--- config.mk ---
export PLATFORM = sky130hd
export DESIGN_NAME = sss_top
export DESIGN_NICKNAME = d
export VERILOG_FILES = /design/src/core/sss_pkg.sv /design/src/core/sss_top.sv
export VERILOG_INCLUDE_DIRS = /design/src /design/src/core
export SDC_FILE = /design/constraint.sdc
export NUM_CORES = 1
export LEC_CHECK = 0
export BUFFER_PORTS_ARGS = -buffer_cell sky130_fd_sc_hd__buf_2
export CORE_MARGIN = 2
export CORE_UTILIZATION = 58
export DETAILED_ROUTE_END_ITERATION = 10
export PLACE_DENSITY = 0.83
export SLEW_MARGIN = 20
export SYNTH_ARGS = -nofsm -noshare
export SYNTH_HDL_FRONTEND = slang
export SYNTH_SLANG_ARGS = --single-unit
--- constraint.sdc ---
create_clock -name core_clk -period 6.6 [get_ports core_clk]
set_input_delay 0.33 -clock core_clk [delete_from_list [all_inputs] [get_ports core_clk]]
set_output_delay 0.33 -clock core_clk [all_outputs]
set_load 0.01 [all_outputs]
--- src/core/sss_consts.svh ---
// Offsets, field positions, reset values and widths of the safe stop sequencer.
`ifndef SSS_CONSTS_SVH
`define SSS_CONSTS_SVH

// Data widths of speed samples, tick timers and the brake selector.
`define SSS_SPD_W        16
`define SSS_TMR_W        16
`define SSS_SEL_W        4

// Register byte offsets on the Avalon-MM slave.
`define SSS_OFS_CTRL     8'h00
`define SSS_OFS_TOFF     8'h04
`define SSS_OFS_ZLIM     8'h08
`define SSS_OFS_ZDWELL   8'h0c
`define SSS_OFS_DDELAY   8'h10
`define SSS_OFS_DSTEP    8'h14
`define SSS_OFS_BSEL     8'h18
`define SSS_OFS_HOLD     8'h1c
`define SSS_OFS_STAT     8'h20
`define SSS_OFS_LIMIT    8'h24
`define SSS_OFS_BTIME    8'h40

// Control register bit positions.
`define SSS_CTRL_DECEL   0
`define SSS_CTRL_MAN1    1
`define SSS_CTRL_MAN2    2

// Reset values of the configuration registers.
`define SSS_RST_TOFF     16'h0064
`define SSS_RST_HOLD     16'h0064
`define SSS_RST_ZERO     16'h0000

`endif

--- src/core/sss_pkg.sv ---
// Types shared by the safe stop sequencer.
`include "sss_consts.svh"
package sss_pkg;

  // Software settings of both stop sequences.
  typedef struct packed {
    logic                  decel_en;
    logic                  man_one;
    logic                  man_two;
    logic [`SSS_TMR_W-1:0] toff_dly;
    logic [`SSS_SPD_W-1:0] zero_lim;
    logic [`SSS_TMR_W-1:0] zero_dwell;
    logic [`SSS_TMR_W-1:0] decel_dly;
    logic [`SSS_SPD_W-1:0] decel_step;
    logic [`SSS_SEL_W-1:0] brake_sel;
    logic [`SSS_TMR_W-1:0] hold_dly;
  } sss_cfg_t;

  // Stop type one sequence states.
  typedef enum logic [1:0] {S1_IDLE, S1_RUN, S1_LEAD, S1_OFF} sss_s1_t;

  // Stop type two sequence states.
  typedef enum logic [1:0] {S2_IDLE, S2_RUN, S2_HOLD} sss_s2_t;

endpackage : sss_pkg

--- src/core/sss_top.sv ---
// Safe stop sequencer for one servo axis with an Avalon-MM register slave.
//
// Contract
// - Stop one trigger starts timer, then torque off.
// - Stop one status set until torque removal.
// - Manual restart holds torque off until acknowledge.
// - Leaving window restarts dwell timing.
// - Ramp check waits for monitoring delay.
// - Ramp limit falls one step per millisecond.
// - Ramp seeded with speed at trigger.
// - Ramp reaching window ends stop one.
// - Torque off no later than delay, unless an early ending's brake lead runs past it.
// - Dwell and ramp endings work together.
// - Speed above ramp limit forces torque off.
// - Brake at delay minus closing time.
// - Dwell ending: brake first, torque later.
// - Ramp ending: brake first, torque later.
// - Closing time comes from chosen brake.
// - A chosen brake leads torque removal, except on ramp overrun.
// - Window checked when delay expires.
// - Either error forces immediate torque off.
// - Zero window limit zero disables check.
// - Zero dwell time zero disables dwell early end.
// - Brake select: none or one of eight.
// - Stop one status held during brake lead.
// - Stop two ends in standstill hold.
// - Standstill hold after hold delay.
// - Stop two completes after short trigger.
// - Stop two restart automatic or manual.
`include "sss_consts.svh"
module sss_top
  import sss_pkg::*;
#(
  parameter int NUM_BRAKES = 8
)(
  // Clock and reset.
  input  wire logic                  core_clk,
  input  wire logic                  rstn,
  // Avalon-MM register slave.
  input  wire logic [7:0]            avs_address,
  input  wire logic                  avs_read,
  input  wire logic                  avs_write,
  input  wire logic [31:0]           avs_writedata,
  input  wire logic [3:0]            avs_byteenable,
  output logic      [31:0]           avs_readdata,
  output logic                       avs_waitrequest,
  // Safety controller commands.
  input  wire logic                  stop_one_trig,
  input  wire logic                  stop_two_trig,
  input  wire logic                  restart_ack,
  // Drive speed sample and time base.
  input  wire logic [`SSS_SPD_W-1:0] speed_in,
  input  wire logic                  cycle_tick,
  input  wire logic                  ms_tick,
  // Sequencer status to the drive and controller.
  output logic                       torque_off,
  output logic                       stop_one_active,
  output logic                       brake_cmd,
  output logic      [`SSS_SEL_W-1:0] brake_inst,
  output logic                       stop_two_active,
  output logic                       hold_active,
  output logic                       ack_request
);

  // ****************************************************************
  // Elaboration checks
  // ****************************************************************

  // The selector field must address every brake instance.
  if (NUM_BRAKES < 1 || NUM_BRAKES >= (1 << `SSS_SEL_W))
  begin : g_chk
    $error("NUM_BRAKES out of range");
  end

  // ****************************************************************
  // Register slave
  // ****************************************************************

  sss_cfg_t              cfg_q, cfg_d;       // Configuration registers.
  logic [`SSS_SPD_W-1:0] lim_q, lim_d;       // Ramp speed limit.
  logic [`SSS_TMR_W-1:0] bt_q [NUM_BRAKES];  // Brake closing times.
  logic                  ack_q, ack_d;       // Access answer phase.
  logic [31:0]           rd_q, rd_d;         // Registered read data.
  logic [31:0]           wmask;              // Byte lanes of a write.
  logic [31:0]           status;             // Live status word.
  logic                  wr_go;              // A write takes effect.

  // Reads and writes each take one wait cycle so data comes from flops.
  assign avs_waitrequest = (avs_read | avs_write) & ~ack_q;
  assign avs_readdata    = rd_q;
  assign wr_go           = avs_write & ~ack_q;

  // Expand byte enables into a bit mask.
  always_comb
  begin
    for (int b = 0; b < 4; b++)
    begin
      wmask[b*8 +: 8] = {8{avs_byteenable[b]}};
    end
  end

  // Merge the written low lanes over an old 16-bit value.
  function automatic logic [15:0] merge(input logic [15:0] old,
                                        input logic [31:0] wd,
                                        input logic [31:0] m);
    merge = (old & ~m[15:0]) | (wd[15:0] & m[15:0]);
  endfunction : merge

  // Next values of the configuration and the read path.
  always_comb
  begin
    cfg_d = cfg_q;
    ack_d = (avs_read | avs_write) & ~ack_q;
    rd_d  = rd_q;
    if (wr_go)
    begin
      case (avs_address)
        `SSS_OFS_CTRL:
        begin
          if (avs_byteenable[0])
          begin
            cfg_d.decel_en = avs_writedata[`SSS_CTRL_DECEL];
            cfg_d.man_one  = avs_writedata[`SSS_CTRL_MAN1];
            cfg_d.man_two  = avs_writedata[`SSS_CTRL_MAN2];
          end
        end
        `SSS_OFS_TOFF:
          cfg_d.toff_dly = merge(cfg_q.toff_dly, avs_writedata, wmask);
        `SSS_OFS_ZLIM:
          cfg_d.zero_lim = merge(cfg_q.zero_lim, avs_writedata, wmask);
        `SSS_OFS_ZDWELL:
          cfg_d.zero_dwell = merge(cfg_q.zero_dwell, avs_writedata, wmask);
        `SSS_OFS_DDELAY:
          cfg_d.decel_dly = merge(cfg_q.decel_dly, avs_writedata, wmask);
        `SSS_OFS_DSTEP:
          cfg_d.decel_step = merge(cfg_q.decel_step, avs_writedata, wmask);
        `SSS_OFS_BSEL:
          // Selections above the last instance mean no brake.
          cfg_d.brake_sel = avs_byteenable[0] ? avs_writedata[3:0] :
                                                cfg_q.brake_sel;
        `SSS_OFS_HOLD:
          cfg_d.hold_dly = merge(cfg_q.hold_dly, avs_writedata, wmask);
        default:
          cfg_d = cfg_q;
      endcase
    end
    if (avs_read & ~ack_q)
    begin
      rd_d = 32'h0;
      case (avs_address)
        `SSS_OFS_CTRL:   rd_d = {29'h0, cfg_q.man_two, cfg_q.man_one,
                                 cfg_q.decel_en};
        `SSS_OFS_TOFF:   rd_d = {16'h0, cfg_q.toff_dly};
        `SSS_OFS_ZLIM:   rd_d = {16'h0, cfg_q.zero_lim};
        `SSS_OFS_ZDWELL: rd_d = {16'h0, cfg_q.zero_dwell};
        `SSS_OFS_DDELAY: rd_d = {16'h0, cfg_q.decel_dly};
        `SSS_OFS_DSTEP:  rd_d = {16'h0, cfg_q.decel_step};
        `SSS_OFS_BSEL:   rd_d = {28'h0, cfg_q.brake_sel};
        `SSS_OFS_HOLD:   rd_d = {16'h0, cfg_q.hold_dly};
        `SSS_OFS_STAT:   rd_d = status;
        `SSS_OFS_LIMIT:  rd_d = {16'h0, lim_q};
        default:
        begin
          // Brake closing times follow the base, unmapped words read zero.
          for (int i = 0; i < NUM_BRAKES; i++)
          begin
            if (avs_address == 8'(`SSS_OFS_BTIME + 4*i))
            begin
              rd_d = {16'h0, bt_q[i]};
            end
          end
        end
      endcase
    end
  end

  // Register the configuration and the read path.
  always_ff @(posedge core_clk or negedge rstn)
  begin
    if (!rstn)
    begin
      cfg_q          <= '0;
      cfg_q.toff_dly <= `SSS_RST_TOFF;
      cfg_q.hold_dly <= `SSS_RST_HOLD;
      ack_q          <= 1'b0;
      rd_q           <= 32'h0;
    end
    else
    begin
      cfg_q <= cfg_d;
      ack_q <= ack_d;
      rd_q  <= rd_d;
    end
  end

  // One closing-time register per brake instance.
  for (genvar g = 0; g < NUM_BRAKES; g++)
  begin : g_bt
    logic [`SSS_TMR_W-1:0] bt_d;  // Next closing time.
    always_comb
    begin
      bt_d = bt_q[g];
      if (wr_go && avs_address == 8'(`SSS_OFS_BTIME + 4*g))
      begin
        bt_d = merge(bt_q[g], avs_writedata, wmask);
      end
    end
    always_ff @(posedge core_clk or negedge rstn)
    begin
      if (!rstn)
        bt_q[g] <= `SSS_RST_ZERO;
      else
        bt_q[g] <= bt_d;
    end
  end

  // ****************************************************************
  // Speed evaluation
  // ****************************************************************

  logic [`SSS_SPD_W-1:0] mag;           // Speed magnitude.
  logic                  in_win;        // Speed inside zero window.
  logic                  brk_en;        // A brake instance is chosen.
  logic [`SSS_TMR_W-1:0] tb;            // Chosen brake closing time.

  // Magnitude saturates so the most negative code is not read as small.
  always_comb
  begin
    if (!speed_in[`SSS_SPD_W-1])
      mag = speed_in;
    else if (speed_in == {1'b1, {(`SSS_SPD_W-1){1'b0}}})
      mag = {1'b0, {(`SSS_SPD_W-1){1'b1}}};
    else
      mag = -speed_in;
    in_win = (mag <= cfg_q.zero_lim);
    brk_en = (cfg_q.brake_sel != '0) &&
             (cfg_q.brake_sel <= `SSS_SEL_W'(NUM_BRAKES));
    tb     = '0;
    for (int i = 0; i < NUM_BRAKES; i++)
    begin
      if (cfg_q.brake_sel == `SSS_SEL_W'(i + 1))
        tb = bt_q[i];
    end
  end

  // ****************************************************************
  // Stop sequences
  // ****************************************************************

  sss_s1_t               s1_q, s1_d;     // Stop type one state.
  sss_s2_t               s2_q, s2_d;     // Stop type two state.
  logic [`SSS_TMR_W-1:0] el_q, el_d;     // Ticks since stop one trigger.
  logic [`SSS_TMR_W-1:0] dw_q, dw_d;     // Ticks inside zero window.
  logic [`SSS_TMR_W-1:0] bl_q, bl_d;     // Ticks of brake lead.
  logic [`SSS_TMR_W-1:0] c2_q, c2_d;     // Ticks since stop two trigger.
  logic                  brk_q, brk_d;   // Brake command.
  logic                  zerr_q, zerr_d; // Zero window error flag.
  logic                  rerr_q, rerr_d; // Ramp overrun error flag.
  logic                  ak1_q, ak1_d;   // Acknowledge wanted, stop one.
  logic                  ak2_q, ak2_d;   // Acknowledge wanted, stop two.
  logic                  rprev_q;        // Previous acknowledge level.
  logic                  ack_rise;       // Acknowledge rising edge.
  logic [`SSS_TMR_W-1:0] el_n;           // Elapsed count after a tick.
  logic                  mon;            // Ramp monitoring running.
  logic                  early;          // Dwell or ramp has finished.

  assign ack_rise = restart_ack & ~rprev_q;
  assign el_n     = el_q + `SSS_TMR_W'(1);
  assign mon      = cfg_q.decel_en && (el_q >= cfg_q.decel_dly);
  // Either early ending finishes the stop, whichever comes first.
  assign early    = ((cfg_q.zero_dwell != '0) &&
                     (dw_q >= cfg_q.zero_dwell)) ||
                    (mon && (lim_q <= cfg_q.zero_lim));

  // Next state of both sequences; timers step on cycle_tick, the ramp limit on ms_tick.
  always_comb
  begin
    s1_d   = s1_q;
    s2_d   = s2_q;
    el_d   = el_q;
    dw_d   = dw_q;
    bl_d   = bl_q;
    c2_d   = c2_q;
    lim_d  = lim_q;
    brk_d  = brk_q;
    zerr_d = zerr_q;
    rerr_d = rerr_q;
    ak1_d  = ak1_q;
    ak2_d  = ak2_q;
    case (s1_q)
      S1_IDLE:
        if (stop_one_trig)
        begin
          s1_d   = S1_RUN;
          el_d   = '0;
          dw_d   = '0;
          bl_d   = '0;
          lim_d  = mag;
          zerr_d = 1'b0;
          rerr_d = 1'b0;
        end
      S1_RUN:
      begin
        // Ramp limit drops per millisecond, never below the window.
        if (ms_tick && mon)
        begin
          if (lim_q > cfg_q.zero_lim &&
              (lim_q - cfg_q.zero_lim) > cfg_q.decel_step)
            lim_d = lim_q - cfg_q.decel_step;
          else
            lim_d = cfg_q.zero_lim;
        end
        if (cycle_tick)
        begin
          el_d = el_n;
          // Leaving the window drops the dwell measured so far.
          dw_d = !in_win ? '0 : (dw_q == '1) ? dw_q : dw_q + 1'b1;
          // Brake leads the delay expiry by its closing time.
          if (brk_en && (tb >= cfg_q.toff_dly ||
                         el_n >= cfg_q.toff_dly - tb))
            brk_d = 1'b1;
          if (mon && mag > lim_q)
          begin
            rerr_d = 1'b1;
            s1_d   = S1_OFF;
          end
          else if (el_n >= cfg_q.toff_dly)
          begin
            // A zero limit of zero turns the end check off.
            if (cfg_q.zero_lim != '0 && !in_win)
              zerr_d = 1'b1;
            s1_d = S1_OFF;
          end
          else if (early && brk_en)
          begin
            brk_d = 1'b1;
            bl_d  = '0;
            s1_d  = S1_LEAD;
          end
          else if (early)
            s1_d = S1_OFF;
        end
      end
      S1_LEAD:
        // Status stays on until the brake has had its closing time.
        if (cycle_tick)
        begin
          bl_d = bl_q + 1'b1;
          if (bl_q + 1'b1 >= tb)
            s1_d = S1_OFF;
        end
      S1_OFF:
      begin
        ak1_d = cfg_q.man_one;
        // Torque stays off while triggered or waiting for acknowledge.
        if (!stop_one_trig && (!cfg_q.man_one || ack_rise))
        begin
          s1_d  = S1_IDLE;
          brk_d = 1'b0;
          ak1_d = 1'b0;
        end
      end
      default:
        s1_d = S1_IDLE;
    endcase
    case (s2_q)
      S2_IDLE:
        // The trigger is latched, so a short pulse still completes.
        if (stop_two_trig)
        begin
          s2_d = S2_RUN;
          c2_d = '0;
        end
      S2_RUN:
        if (cycle_tick)
        begin
          c2_d = c2_q + 1'b1;
          if (c2_q + 1'b1 >= cfg_q.hold_dly)
            s2_d = S2_HOLD;
        end
      S2_HOLD:
      begin
        ak2_d = cfg_q.man_two;
        if (!stop_two_trig && (!cfg_q.man_two || ack_rise))
        begin
          s2_d  = S2_IDLE;
          ak2_d = 1'b0;
        end
      end
      default:
        s2_d = S2_IDLE;
    endcase
  end

  // Register both sequences.
  always_ff @(posedge core_clk or negedge rstn)
  begin
    if (!rstn)
    begin
      s1_q    <= S1_IDLE;
      s2_q    <= S2_IDLE;
      el_q    <= '0;
      dw_q    <= '0;
      bl_q    <= '0;
      c2_q    <= '0;
      lim_q   <= '0;
      brk_q   <= 1'b0;
      zerr_q  <= 1'b0;
      rerr_q  <= 1'b0;
      ak1_q   <= 1'b0;
      ak2_q   <= 1'b0;
      rprev_q <= 1'b0;
    end
    else
    begin
      s1_q    <= s1_d;
      s2_q    <= s2_d;
      el_q    <= el_d;
      dw_q    <= dw_d;
      bl_q    <= bl_d;
      c2_q    <= c2_d;
      lim_q   <= lim_d;
      brk_q   <= brk_d;
      zerr_q  <= zerr_d;
      rerr_q  <= rerr_d;
      ak1_q   <= ak1_d;
      ak2_q   <= ak2_d;
      rprev_q <= restart_ack;
    end
  end

  // ****************************************************************
  // Outputs
  // ****************************************************************

  // Status decodes straight from state flops.
  assign stop_one_active = (s1_q == S1_RUN) || (s1_q == S1_LEAD);
  assign torque_off      = (s1_q == S1_OFF);
  assign brake_cmd       = brk_q;
  assign brake_inst      = cfg_q.brake_sel;
  assign stop_two_active = (s2_q == S2_RUN);
  assign hold_active     = (s2_q == S2_HOLD);
  assign ack_request     = ak1_q | ak2_q;
  assign status          = {23'h0, ak2_q, hold_active, stop_two_active,
                            rerr_q, zerr_q, ak1_q, brk_q, torque_off,
                            stop_one_active};

endmodule : sss_top

* After elaboration in Yosys (flattened, before gate mapping) *
Cells that the tools add are included.

word-level totals
  register bits after elaboration = 354
  bits of input ports = 69
  output and inout bits = 43

operators by class
  add/sub/neg operators = 8
  magnitude comparators = 13
  eq/ne operators = 50
  muxes and demuxes = 72
  bitwise logic cells = 38
  reductions and logical operators = 58

operators by type and width
  kind                                            number
  2-to-1 mux 16 bit                               26
  case mux 32 bit (10 select lines)               1
  AND 16 bit                                      15
  2-to-1 mux 32 bit                               7
  bitwise OR 16 bit                               14
  case mux 16 bit (2 select lines)                4
  greater-or-equal comparator 16 bit              7
  adder 16 x 1 -> 16 bit (second input constant)  4
  == test 8 x 7 -> 1 bit (second input constant)  8
  > comparator 16 bit                             3
  case mux 16 bit (3 select lines)                1
  subtractor 16 bit                               3
  == test 16 bit (second input constant)          2
  == test 8 x 5 -> 1 bit (second input constant)  4
  less-or-equal comparator 16 bit                 2
  nonzero test 16 bit                             2
  2-to-1 mux 2 bit                                13
  != test 2 bit (second input constant)           13
  logical AND 1 bit                               20
  AND reduction 3 bit                             6
  == test 4 x 3 -> 1 bit (second input constant)  4
  == test 8 x 4 -> 1 bit (second input constant)  2
  == test 8 x 6 -> 1 bit (second input constant)  2
  negator 16 bit                                  1
  other kinds (29)                                75

* Depth between registers and ports, before layout *
  depth after elaboration = 19
  mapped depth = 26
  depth with buffers taken out = 24

* Worst setup path before layout *
Ideal clock, no wire load.

  path type = register -> register
  from = register cfg_q, in the netlist brake_inst[0]
  to = register brk_q (netlist: brake_cmd)
  arrival time = 4662 ps
  slack = 1804 ps
  stages on the path, launching flop included = 23
  buffers on the path = 2
  period minus slack after synthesis = 4796 ps
  cell sequence = dfrtp_1 -> clkbuf_1 -> nor4b_1 -> clkbuf_1 -> a222oi_1 -> and3_1 -> ha_1 -> nor2b_1 -> o2111a_1 -> nor3_1 -> nor3_1 -> a21o_1 -> a21o_1 -> xnor2_1 -> ha_1 -> nand2_1 -> o21a_1 -> nand2_1 -> o2111ai_1 -> a21boi_0 -> o21a_1 -> o41ai_1 -> a21oi_1

between the ends
  longest elaborated chain between the ends = 19

RTL lines
  element                              RTL line        source
  start, declared                      sss_top.sv:79   sss_cfg_t cfg_q, cfg_d;
  start signal, assigned               sss_top.sv:190  cfg_q <= cfg_d;
  == test 4 x 1 -> 1 bit               sss_top.sv:241  if (cfg_q.brake_sel == `SSS_SEL_W'(i + 1))
  2-to-1 mux 16 bit (8 in a row)       sss_top.sv:241
  subtractor 16 bit                    sss_top.sv:320  el_n >= cfg_q.toff_dly - tb))
  greater-or-equal comparator 16 bit   sss_top.sv:320
  logical OR 1 bit                     sss_top.sv:319  if (brk_en && (tb >= cfg_q.toff_dly ||
  logical AND 1 bit                    sss_top.sv:319
  2-to-1 mux 1 bit                     sss_top.sv:319
  2-to-1 mux 1 bit                     sss_top.sv:334  else if (early && brk_en)
  2-to-1 mux 1 bit                     sss_top.sv:327  else if (el_n >= cfg_q.toff_dly)
  2-to-1 mux 1 bit (*)                 sss_top.sv:322  if (mon && mag > lim_q)
  2-to-1 mux 1 bit (*)                 sss_top.sv:313  if (cycle_tick)
  case mux 1 bit (2 select lines) (*)  sss_top.sv:290  case (s1_q)
  end signal, assigned                 sss_top.sv:423  brk_q <= brk_d;
  end, declared                        sss_top.sv:256  logic brk_q, brk_d;

Mark *: on every way between the ends. The rest lies on a longest branch, timed or not. The select of a mux whose other input is x is not followed.
A chain may end at the register's enable or synchronous reset.

==> flow_metrics.tcl <==
set metrics [dict create \
    status "finished, final reports clean" \
    synth_ff_type "dfrtp_1" \
    cts_root_buf "clkbuf_16" \
    layout-drive-gt1-share_pct 19.2 \
    syn_avg_cell_area_sq_um 9.84 \
    switching_share_pct 38.5 \
    synth.most_common_cell "dfrtp_1" \
    ant_nets 0 \
    die_w_microns 203 \
    nFillCells 3067 \
    slew_headroom_pct 24.8 \
    cts_buffer_depth 3 \
    cts_max_level 2 \
    synth_top_area_share_pct 36.2 \
    whs_ns 0.0329 \
    netlist_area_sq_um 22900 \
    numCtsBuffers 39 \
    ys_warn_count 0 \
    multi_input_area_sq_um 13500 \
    vias 20100 \
    grt.overflow.total 0 \
    synth_common_cells "dfrtp_1, mux2_2, ha_1" \
    grtUsageTotal_pct 36.8 \
    cp-start-kind "flip-flop" \
    clock_sinks 338 \
    die_y_microns 203 \
    grt_pass1_vias 20000 \
    p_int_uw 4830 \
    avgRoutedWirePerCell_microns 25.8 \
    power.leakage_uw 0.0121 \
    pre_cts_slack_ns 1.26 \
    worstPathArrival_ns 6.02 \
    max_freq_mhz 180 \
    ios 112 \
    cap_violations 0 \
    start_util_pct 59.0 \
    cp_max_fo 21 \
    regArea_sq_um 8470 \
    place.gp.congestion 1.00 \
    powerDensity_nw_per_um2 311 \
    finish.utilization_pct 64.9 \
    clkLatencyLatePin_ns 0.58 \
    synthTopCellsByArea "dfrtp_1, mux2_2, ha_1, a22oi_1, nand2_1" \
    ir_drop_mv 0.247 \
    ys_seq_area_share_pct 36.9 \
    core_region_area_sq_um 38800 \
    drt-total-wl_mm 75.6 \
    min_period_over_period_pct 84.3 \
    rsz0062_at_grt "no" \
    combPwrFrac_pct 38.4 \
    clock_skew_ns 0.0224 \
    die_area_sq_um 41100 \
    cts_tree "built" \
    clkTransAtPathRegs_ns 0.06 \
    end_kind "flip-flop" \
    power.total_uw 7840 \
    dr.pass1.iters 7 \
    synth_top_cell_by_area "dfrtp_1" \
    grt_max_degree 123 \
    synth_cells 2330 \
    critPathKind "reg -> reg" \
    critPathRequiredTime_ns 7.06 \
    final_max_slew_viol_count 0 \
    fp-row-count 72 \
    syn_to_final_growth_pct 9.97 \
    async_flop_share_pct 100 \
    setup_viol 0 \
    drt_iter0_markers 2376 \
    portBuffers 77 \
    holdCritPathClass "in -> reg" \
    fin_crit_ns 5.56 \
    dpl.hpwl_mm 55.4 \
    grt_antenna_before_repair 5 \
    drc_errors 0 \
    p_clk_share_pct 30.6 \
    fin_ws_ns 1.04 \
    fin_nets 2655 \
    seq_power_share_pct 31.0 \
    post_drt_via_cell_ratio 6.87 \
    finalHoldViolations 0 \
    synth_edf_count 0 \
    ys_seq_elements 338 \
    grt_pass1_wl_mm 116 \
    yosysUniqueCellTypes 82 \
    finalSetupTns_ns 0 \
    worstMarginPinSlew_ns 1.13 \
    ctsResizeCount 0 \
    p_switching_uw 3020 \
]
==> layer usage <==
metal	global-route usage (%)	share of wire (%)
met1	47.6	38
met5	0	0.041
met4	19.7	6.0
met3	9.23	11
met2	56.9	44
==> critical path: stages, from the launching register on <==
cell      delay, ns
dfrtp_1        0.47
inv_1          0.17
ha_1           0.34
nor2b_1        0.14
o21ai_0        0.24
a21boi_0       0.22
o211ai_1       0.27
a21boi_0       0.15
o21a_1         0.21
or4b_2         0.60
o311ai_0       0.16
ha_1           0.34
a41oi_1        0.21
o221ai_1       0.14
a31oi_1        0.26
a211o_1        0.80
mux2i_1        0.41
a211oi_2       0.12
a21o_1         0.18
==> worst paths after layout <==
check                                       startpoint                     endpoint  slack (ns)  cells past startpoint
setup / recovery                             flip-flop         lim_q[9]$_DFFE_PN0P_        1.04                     18
hold / removal                               avs_write              ack_q$_DFF_PN0_        0.03                      3
setup reg to reg                             flip-flop         lim_q[9]$_DFFE_PN0P_        1.04                     18
hold reg to reg            avs_readdata[2]$_DFFE_PN0P_  avs_readdata[2]$_DFFE_PN0P_        0.50                      1
max in group asynchronous                         rstn  avs_readdata[5]$_DFFE_PN0P_        4.99                      3
min in group asynchronous                         rstn   asynchronous set/reset pin        0.40                      2
==> cells in the final DEF, fill, tap and decap left out, drive strengths merged, types with 81 or more instances in the layout <==
cell type    n
a22oi       85
a21oi      106
buf        106
inv        151
mux2       237
nor2       144
dfrtp      332
o21ai       81
nand2      161
ha         201
==> logic make-up after synthesis <==
group                      synth area share [%]
AOI/OAI and AO/OA                          18.4
and+or+nand+nor                            12.7
DFF                                        36.9
buffers and inverters                      4.81
muxes                                      12.6
adders and majority gates                  11.2
xor gates and xnor gates                   3.29
other                                    0.0164
==> power by group through the flow <==
stage	Clock, uW	Sequential [uW]	Combinational, uW
floorplan	0	2350	2210
global placement	0	2440	2800
detailed placement	0	2450	2920
CTS	2400	2420	2940
global route	2490	2440	3280
finish	2400	2430	3010
==> per-stage QoR <==
stage / instance area, sq um / instances
finish: 25200 / 2932
global route: 25200 / 2931
CTS: 25200 / 2929
detailed placement: 23800 / 2857
global placement: 23800 / 2857
floorplan: 23000 / 2345
==> what timing repair did <==
action	CTS	global route
hold buffers	2	0
setup buffers	0	0
hold endpoints to repair	101	0
==> cell type report <==
type	instances	share of cell area [%]
Antenna cell	3	0.0298
Clock inverter	18	1.25
Timing Repair Buffer	108	2.61
Sequential cell	338	33.6
Tap cell	518	2.57
Multi-Input combinational cell	1745	53.4
Clock buffer	52	4.34
Inverter	150	2.23
No activity file was read; power rests on OpenSTA's default activity.
